$ cat src/verilog/mbou_pkg.sv
// Purpose: Constants for the memory barrier ordering unit
// Assumes: Barrier instruction word presented by issue stage
// Notes: Field positions of the two mask fields
package mbou_pkg;
  // ----------------------------------------
  // Instruction fields
  // ----------------------------------------
  localparam int INSTR_W = 32;
  localparam int MMASK_LSB = 0;
  localparam int MMASK_W = 4;
  localparam int CMASK_LSB = 4;
  localparam int CMASK_W = 3;
  // ----------------------------------------
  // Ordering mask bits
  // ----------------------------------------
  localparam int LOAD_BEFORE_LOAD_BIT = 0;
  localparam int STORE_BEFORE_LOAD_BIT = 1;
  localparam int LOAD_BEFORE_STORE_BIT = 2;
  localparam int STORE_BEFORE_STORE_BIT = 3;
  // ----------------------------------------
  // Completion mask bits
  // ----------------------------------------
  localparam int LOOKASIDE_BIT = 0;
  localparam int MEMORY_ISSUE_BIT = 1;
  localparam int SYNC_BIT = 2;
  // ----------------------------------------
  // Stall states
  // ----------------------------------------
  typedef enum logic [1:0] {
    MBOU_IDLE,
    MBOU_WAIT_STORES,
    MBOU_WAIT_ALL
  } mbou_state_type;
endpackage

$ cat src/verilog/mbou_unit.sv
// Purpose: Carries out the memory barrier: decodes masks, stalls later issue
// Assumes: Completion inputs are synchronous levels from the memory side
// Notes: One barrier in flight; new barriers are taken only when idle
`timescale 1ns/1ps
module mbou_unit (
  input wire logic clk,
  input wire logic rst_b,
  input wire logic barrier_valid,
  input wire logic [mbou_pkg::INSTR_W-1:0] barrier_instr,
  input wire logic stores_visible,
  input wire logic all_ops_done,
  output logic barrier_ready,
  output logic barrier_retire,
  output logic stall_loads,
  output logic stall_all,
  output logic [1:0] barrier_state
);
  // ----------------------------------------
  // Mask decode
  // ----------------------------------------
  logic [mbou_pkg::MMASK_W-1:0] mmask;
  logic [mbou_pkg::CMASK_W-1:0] cmask;
  // Per-bit flags of both masks
  logic load_before_load_bit;
  logic store_before_load_bit;
  logic load_before_store_bit;
  logic store_before_store_bit;
  logic sync_bit;
  logic memory_issue_bit;
  logic lookaside_bit;
  logic need_sync;
  logic need_store_wait;
  logic take;

  // Field extraction; bits outside the two fields are ignored
  assign mmask = barrier_instr[mbou_pkg::MMASK_LSB +: mbou_pkg::MMASK_W];
  assign cmask = barrier_instr[mbou_pkg::CMASK_LSB +: mbou_pkg::CMASK_W];

  // Ordering bits, each on its own, so any mix is legal
  assign load_before_load_bit = mmask[mbou_pkg::LOAD_BEFORE_LOAD_BIT];
  assign store_before_load_bit = mmask[mbou_pkg::STORE_BEFORE_LOAD_BIT];
  assign load_before_store_bit = mmask[mbou_pkg::LOAD_BEFORE_STORE_BIT];
  assign store_before_store_bit = mmask[mbou_pkg::STORE_BEFORE_STORE_BIT];

  // Completion bits
  assign sync_bit = cmask[mbou_pkg::SYNC_BIT];
  assign memory_issue_bit = cmask[mbou_pkg::MEMORY_ISSUE_BIT];
  assign lookaside_bit = cmask[mbou_pkg::LOOKASIDE_BIT];

  // Any completion bit means full sync; zero mask leaves ordering only
  assign need_sync = sync_bit || memory_issue_bit || lookaside_bit;
  // Only store-before-load waits; loads and stores already go in program order
  assign need_store_wait = store_before_load_bit;

  // ----------------------------------------
  // Stall state machine
  // ----------------------------------------
  // Current wait and one-cycle retire pulse
  mbou_pkg::mbou_state_type state_q, state_d;
  logic retire_d, retire_q;

  // Handshake: a barrier is taken only while idle
  assign barrier_ready = (state_q == mbou_pkg::MBOU_IDLE);
  assign take = barrier_valid && barrier_ready;

  // Next state from masks and completion reports
  always_comb begin
    state_d = state_q;
    retire_d = 1'b0;
    unique case (state_q)
      mbou_pkg::MBOU_IDLE: begin
        // Issue holds a barrier while busy, so only idle takes
        if (take) begin
          if (need_sync) begin
            state_d = mbou_pkg::MBOU_WAIT_ALL;
          end else if (need_store_wait) begin
            state_d = mbou_pkg::MBOU_WAIT_STORES;
          end else begin
            retire_d = 1'b1;
          end
        end
      end
      mbou_pkg::MBOU_WAIT_STORES: begin
        // Loads resume once earlier stores are visible
        if (stores_visible) begin
          state_d = mbou_pkg::MBOU_IDLE;
          retire_d = 1'b1;
        end
      end
      mbou_pkg::MBOU_WAIT_ALL: begin
        // Sync also covers earlier stores, so ordering holds too
        if (all_ops_done && stores_visible) begin
          state_d = mbou_pkg::MBOU_IDLE;
          retire_d = 1'b1;
        end
      end
      default: begin
        // Unused code: fall back to idle
        state_d = mbou_pkg::MBOU_IDLE;
      end
    endcase
  end

  // State registers
  always_ff @(posedge clk or negedge rst_b) begin
    if (!rst_b) begin
      state_q <= mbou_pkg::MBOU_IDLE;
      retire_q <= 1'b0;
    end else begin
      state_q <= state_d;
      retire_q <= retire_d;
    end
  end

  // ----------------------------------------
  // Outputs
  // ----------------------------------------
  // Stall outputs from state
  assign stall_loads = (state_q != mbou_pkg::MBOU_IDLE);
  assign stall_all = (state_q == mbou_pkg::MBOU_WAIT_ALL);
  assign barrier_retire = retire_q;
  assign barrier_state = state_q;

  // ----------------------------------------
  // Checks
  // ----------------------------------------
  // No-op barrier retires next cycle with no stall
  a_noop_retires: assert property (@(posedge clk) disable iff (!rst_b)
    take && (cmask == '0) && !need_store_wait |=> barrier_retire && !stall_loads)
    else $error("no-op barrier did not retire next cycle");

  // Any completion bit gives the full stall
  a_sync_stalls_all: assert property (@(posedge clk) disable iff (!rst_b)
    take && need_sync |=> stall_all && stall_loads)
    else $error("sync barrier did not stall all issue");
  a_issue_bit_sync: assert property (@(posedge clk) disable iff (!rst_b)
    take && memory_issue_bit |=> stall_all)
    else $error("memory issue bit did not stall all");
  a_lookaside_is_sync: assert property (@(posedge clk) disable iff (!rst_b)
    take && lookaside_bit |=> stall_all)
    else $error("lookaside bit did not stall all");
  a_sync_loads_too: assert property (@(posedge clk) disable iff (!rst_b)
    stall_all |-> stall_loads)
    else $error("full stall let loads through");

  // Full stall holds until all earlier work and stores are done
  a_stall_until_done: assert property (@(posedge clk) disable iff (!rst_b)
    stall_all && !all_ops_done |=> stall_all)
    else $error("sync stall released before completion");
  a_sync_needs_stores: assert property (@(posedge clk) disable iff (!rst_b)
    stall_all && !stores_visible |=> stall_all)
    else $error("sync stall released before stores visible");
  a_busy_held: assert property (@(posedge clk) disable iff (!rst_b)
    state_q == mbou_pkg::MBOU_WAIT_ALL && barrier_valid && !all_ops_done |=> stall_all)
    else $error("barrier taken while sync stall pending");
  a_wait_release: assert property (@(posedge clk) disable iff (!rst_b)
    stall_all && all_ops_done && stores_visible |=> !stall_all ##0 barrier_retire)
    else $error("sync stall not released on completion");

  // Store-before-load holds loads only, until stores are visible
  a_loads_wait_stores: assert property (@(posedge clk) disable iff (!rst_b)
    take && !need_sync && need_store_wait && !stores_visible |=> stall_loads && !stall_all)
    else $error("store-before-load did not hold loads");
  a_store_wait_holds: assert property (@(posedge clk) disable iff (!rst_b)
    state_q == mbou_pkg::MBOU_WAIT_STORES && !stores_visible |=> stall_loads && !barrier_retire)
    else $error("loads released before stores visible");
  a_store_release: assert property (@(posedge clk) disable iff (!rst_b)
    state_q == mbou_pkg::MBOU_WAIT_STORES && stores_visible |=> !stall_loads && barrier_retire)
    else $error("load stall not released on store visibility");
  a_store_only_loads: assert property (@(posedge clk) disable iff (!rst_b)
    state_q == mbou_pkg::MBOU_WAIT_STORES |-> stall_loads && !stall_all)
    else $error("store wait stalled more than loads");

  // Ordering bits the pipeline already honours never stall
  a_free_bits_nostall: assert property (@(posedge clk) disable iff (!rst_b)
    take && (cmask == '0) && !mmask[mbou_pkg::STORE_BEFORE_LOAD_BIT] |=> !stall_loads)
    else $error("free ordering bit caused a stall");
  a_load_load_free: assert property (@(posedge clk) disable iff (!rst_b)
    take && !need_sync && !store_before_load_bit && load_before_load_bit |=> barrier_retire && !stall_loads)
    else $error("load-before-load bit caused a stall");
  a_load_store_free: assert property (@(posedge clk) disable iff (!rst_b)
    take && !need_sync && !store_before_load_bit && load_before_store_bit |=> barrier_retire && !stall_loads)
    else $error("load-before-store bit caused a stall");
  a_store_store_free: assert property (@(posedge clk) disable iff (!rst_b)
    take && !need_sync && !store_before_load_bit && store_before_store_bit |=> barrier_retire && !stall_loads)
    else $error("store-before-store bit caused a stall");
  a_cmask_zero_nosync: assert property (@(posedge clk) disable iff (!rst_b)
    take && (cmask == '0) |=> !stall_all)
    else $error("zero completion mask caused full stall");

  // Handshake: busy refuses, retire shows only while idle
  a_ready_low_busy: assert property (@(posedge clk) disable iff (!rst_b)
    stall_loads |-> !barrier_ready)
    else $error("ready shown while a barrier waits");
  a_retire_when_idle: assert property (@(posedge clk) disable iff (!rst_b)
    barrier_retire |-> barrier_ready && !stall_loads)
    else $error("retire shown while still stalled");

  // Main scenarios
  c_noop: cover property (@(posedge clk) disable iff (!rst_b)
    take && (cmask == '0) && !need_store_wait);
  c_store_wait: cover property (@(posedge clk) disable iff (!rst_b)
    state_q == mbou_pkg::MBOU_WAIT_STORES ##1 barrier_retire);
  c_sync_wait: cover property (@(posedge clk) disable iff (!rst_b)
    stall_all [*3] ##1 barrier_retire);
  c_held_take: cover property (@(posedge clk) disable iff (!rst_b)
    barrier_retire && take);
  c_all_cmask: cover property (@(posedge clk) disable iff (!rst_b)
    take && sync_bit && memory_issue_bit && lookaside_bit);
endmodule

$ cat config.mk
export PLATFORM = sky130hd
export DESIGN_NAME = mbou_unit
export DESIGN_NICKNAME = d
export VERILOG_FILES = /design/src/verilog/mbou_pkg.sv /design/src/verilog/mbou_unit.sv
export SDC_FILE = /design/constraint.sdc
export NUM_CORES = 1
export LEC_CHECK = 0
export ABC_AREA = 0
export BUFFER_PORTS_ARGS = -buffer_cell sky130_fd_sc_hd__buf_2
export CAP_MARGIN = 20
export CELL_PAD_IN_SITES_DETAIL_PLACEMENT = 0
export CELL_PAD_IN_SITES_GLOBAL_PLACEMENT = 1
export CORE_ASPECT_RATIO = 0.75
export CORE_UTILIZATION = 10
export DETAILED_ROUTE_END_ITERATION = 6
export PLACE_DENSITY = 0.68
export SLEW_MARGIN = 30
export SYNTH_ARGS = -nofsm -noshare
export SYNTH_HDL_FRONTEND = slang
export SYNTH_SLANG_ARGS = --single-unit
$ cat constraint.sdc
create_clock -name clk -period 1 [get_ports clk]
set_input_delay 0.05 -clock clk [delete_from_list [all_inputs] [get_ports clk]]
set_output_delay 0.05 -clock clk [all_outputs]
set_load 0.01 [all_outputs]
=== After elaboration in Yosys (flattened, before gate mapping) ===
Cells that the tools add are included.

* Memory bits (read-only): 0
* Memories: 0
* Flip-flop bits (word level): 3
* Memory bits (writable): 0
* Bits in latches: 0

* Reductions and logical operators: 7
* Add/sub/neg operators: 0
* Div/mod/pow operators: 0
* Shifts and indexed selects: 0
* Bitwise operators: 0
* Multipliers: 0
* Mux-type cells: 12
* Equal/unequal tests: 6
* Magnitude comparators: 0

{| class="wikitable"
|+ Operators by type and width
! kind !! count
|-
| two-way mux 2 bit || 5
|-
| one-hot mux 2 bit (3 select lines) || 1
|-
| two-way mux 1 bit || 5
|-
| != test 2 x 1 -> 1 bit, second input constant || 2
|-
| AND reduction 4 bit || 1
|-
| != test 3 x 2 -> 1 bit, second input constant || 1
|-
| one-hot mux 1 bit (3 select lines) || 1
|-
| equality test 2 x 1 -> 1 bit, second input constant || 1
|-
| equality test 2 bit, second input constant || 1
|-
| logical AND 1 bit || 2
|-
| logical NOT 2 bit || 1
|-
| logical OR 1 bit || 2
|-
| != test 2 bit, second input constant || 1
|-
| nonzero test 2 bit || 1
|}

=== Depth between registers and ports, before layout ===
* Depth in word-level cells: 5
* Gate-level depth with buffers: 3

=== Least setup slack after synthesis ===
OpenSTA, ideal clock, no wires.

* Path type: register to register
* From: register state_q[0] (netlist: barrier_state[0])
* To: register state_q[1] (netlist: barrier_state[1])
* Path buffers: 0
* Stages on the path, launching flop included: 4
* Data arrival time: 1.040 ns
* Library setup time: 0.122 ns
* Clock period less this slack: 1.162 ns
* Path slack: -0.162 ns
* Cells stage by stage: dfrtp_1 or2_2 clkinv_1 a32o_1

* Word-level cells in the longest chain between the ends: 4
* Elaborated cells on any way between the ends: 10
* Classes of those cells: eq/ne: 6; mux: 1; reduce/logical: 3

{| class="wikitable"
|+ Ends and longest elaborated chain
! element !! line !! RTL
|-
| start: declaration || mbou_unit.sv:59 || <nowiki>mbou_pkg::mbou_state_type state_q, state_d;</nowiki>
|-
| start signal: assignment || mbou_unit.sv:107 || <nowiki>state_q <= mbou_pkg::MBOU_IDLE;</nowiki>
|-
| start signal: assignment || mbou_unit.sv:110 || <nowiki>state_q <= state_d;</nowiki>
|-
| logical NOT 2 bit * || mbou_unit.sv:63 || <nowiki>assign barrier_ready = (state_q == mbou_pkg::MBOU_IDLE);</nowiki>
|-
| via barrier_ready || mbou_unit.sv:12 || <nowiki>output logic barrier_ready,</nowiki>
|-
| logical AND 1 bit || mbou_unit.sv:64 || <nowiki>assign take = barrier_valid && barrier_ready;</nowiki>
|-
| != test 2 x 1 -> 1 bit (no source line) || -- ||
|-
| AND reduction 4 bit (no source line) || -- ||
|}

The timed path passes the listed nets; every way through them passes the cells marked *.
A chain may end at the register's enable or synchronous reset.

=== Worst setup path in the final report ===
* From: register state_q[1] (netlist: barrier_state[1])
* To: output port stall_loads

* Word-level cells in the longest chain between the ends: 1

{| class="wikitable"
|+ Ends and longest elaborated chain
! element !! line !! RTL
|-
| nonzero test 2 bit || mbou_unit.sv:119 || <nowiki>assign stall_loads = (state_q != mbou_pkg::MBOU_IDLE);</nowiki>
|-
| end: declaration || mbou_unit.sv:14 || <nowiki>output logic stall_loads,</nowiki>
|}

No other way between the ends.

==> flow_metrics.tcl <==
set metrics [dict create \
    violations "negative setup slack" \
    tightest_slew_ns 0.191 \
    placed_area_um2 314 \
    drt_iter0_drc 8 \
    detail_route.vias_per_cell 3.72 \
    wl_um 580 \
    cts.sinks 3 \
    worst_slack_ns -0.0939 \
    track_usage 0.0663 \
    die_w_um 52.9 \
    r2r_end "barrier_retire" \
    route.vias.total 223 \
    design_area_um2 370 \
    critical_path_arrival_ns 1.04 \
    gp_congestion 0.639 \
    required_ns 0.95 \
    rows 13 \
    setup_viol 5 \
    timing.final.hold_violations 0 \
    fin_total_pwr_w 0.000692 \
    reg2reg_from "barrier_state[1]" \
    synth_seq_cells 3 \
    nFillCells 200 \
    grt-ovfl-total 0 \
    place_ws_ns -0.0683 \
    mostFrequentLayoutCell "buf_2" \
    yosysSeqAreaShare 0.387 \
    leakage_nw 0.182 \
    powerDensity_mw_per_mm2 1870 \
    synthesis.nets 53 \
    cts_max_level 1 \
    antenna_found_initial 0 \
    grt_pass1_vias 213 \
    wire_per_inst_um 9.67 \
    holdPathEnd "barrier_state[0]" \
    rsz0062_at_grt "true" \
    clk_latency_ns 0.24 \
    drive_gt1_frac 0.684 \
    layout.nets 76 \
    path_clk_slew_ns 0.03 \
    route.detailed.drc 0 \
    start_kind "flip-flop" \
    cts-buffers-inserted 3 \
    placed_cells 54 \
    yosys_warnings 0 \
    min_from "stores_visible" \
    fin_crit_ns 1.09 \
    dieHeight_um 40.1 \
    post-route-period-util 1.09 \
    grt_max_degree 6 \
    finalMaxSlewViolations 0 \
    r2r_cells 3 \
    avgSynthCellArea_um2 12.1 \
    clock_path_buffers 2 \
    most-common-layout-cells "buf_2, dfrtp_1, clkbuf_4" \
    whs_ns 0.0513 \
    antenna_cells 0 \
    rrSetupSlack_ns -0.07 \
    cp-end-kind "primary output" \
    hold_depth 2 \
    maxCapViolCount 0 \
    peakVddDrop_mv 0.841 \
    core_area_mm2 0.00177 \
    place.port_buffers 14 \
    syn-cell-area_um2 194 \
    die-area_mm2 0.00212 \
    antenna_left 0 \
    area_growth_pct 91.0 \
    syn_inst 16 \
    grt_pass1_wl_um 821 \
    status "complete, but fails checks" \
    cts_tree "done" \
    slew_headroom 0.873 \
    fin_skew_ns 0.00277 \
    critPathMaxFanout 4 \
    ioPinCount 43 \
    path_class "flip-flop to primary output" \
    start_util 0.109 \
    cts.root.buffer_cell "clkbuf_4" \
    hold_class "input port to flip-flop" \
    ys_types 14 \
    instances_no_fill 60 \
    first_pass_iters 4 \
    fmaxAchievable_ghz 0.914 \
]
where the power goes:
group / internal, W / total [W] / switching (W)
registers: 0.000141 / 0.000154 / 0.0000130
logic: 0.000173 / 0.000317 / 0.000144
clock network: 0.000150 / 0.000220 / 0.0000702
cells in the mapped netlist:
| master | n | area (um^2) |
|---|---|---|
| or4b_4 | 1 | 13.8 |
| nand3b_1 | 1 | 7.51 |
| o32ai_2 | 1 | 16.3 |
| dfrtp_1 | 3 | 75.1 |
| o311ai_4 | 1 | 26.3 |
| clkinv_1 | 1 | 3.75 |
| a32o_1 | 1 | 10.0 |
| or2_2 | 1 | 6.26 |
| nand2_1 | 1 | 3.75 |
| nand4b_1 | 1 | 8.76 |
| or3_1 | 1 | 6.26 |
| nand2b_1 | 1 | 6.26 |
| nor2b_1 | 1 | 6.26 |
| inv_1 | 1 | 3.75 |
final cells by class:
class / count / area, um^2 / area share
Clock buffer: 4 / 26.3 / 0.0709
Multi-Input combinational cell: 11 / 116 / 0.314
Inverter: 2 / 12.5 / 0.0338
Sequential cell: 3 / 75.1 / 0.203
Timing Repair Buffer: 18 / 113 / 0.304
Tap cell: 22 / 27.5 / 0.0743
metrics by stage:
stage	utilization	TNS, ns
global route	0.209	-0.582
detailed placement	0.177	-0.132
finish	0.209	-0.395
floorplan	-	-0.0938
global placement	0.177	-0.110
CTS	0.207	-0.524
per-layer routing:
metal  routed length [um]  GRT usage  up-vias  part of all wire
li1                     -          -      104                 -
met1                  257     0.0573      105              0.44
met2                  247     0.0949       12              0.43
met3                   54     0.0492        2             0.093
met4                   19     0.0789        0             0.033
met5                    0          0        -                 0
flip-flops by register name (all words and copies together), names as in the netlist:
register / flops
barrier_state: 2
barrier_retire: 1
cell families (layout without fill, tap and decap cells):
group | count (synthesis) | in the layout | share of synthesized area
buffers and inverters | 2 | 24 | 0.0387
AND/OR/NAND/NOR | 8 | 8 | 0.303
AO/OA/AOI/OAI | 3 | 3 | 0.271
flip-flops | 3 | 3 | 0.387
how the worst max path moves through the flow:
stage | to | from | slack, ns
after floorplan | barrier_retire | barrier_state[0] | -0.04
after global placement | barrier_retire | barrier_instr[5] | -0.06
after detailed placement | barrier_retire | barrier_instr[5] | -0.07
after CTS | stall_loads | barrier_state[1] | -0.11
after global routing | stall_all | barrier_state[0] | -0.13
final | stall_loads | barrier_state[1] | -0.09
critical path, cell delays in order (launching register included):
cell and delay [ns]:
dfrtp_1 0.39, or2_4 0.27, buf_2 0.15
timing repair:
action                                  CTS  global route
gates cloned                              0             0
pin swaps                                 1             1
gates resized for setup                   2             1
endpoints found under the setup margin    3             5
hold endpoints to repair                  3             0
hold buffers                              1             0
buffers inserted                          1             0
No activity file was read; power rests on OpenSTA's default activity.
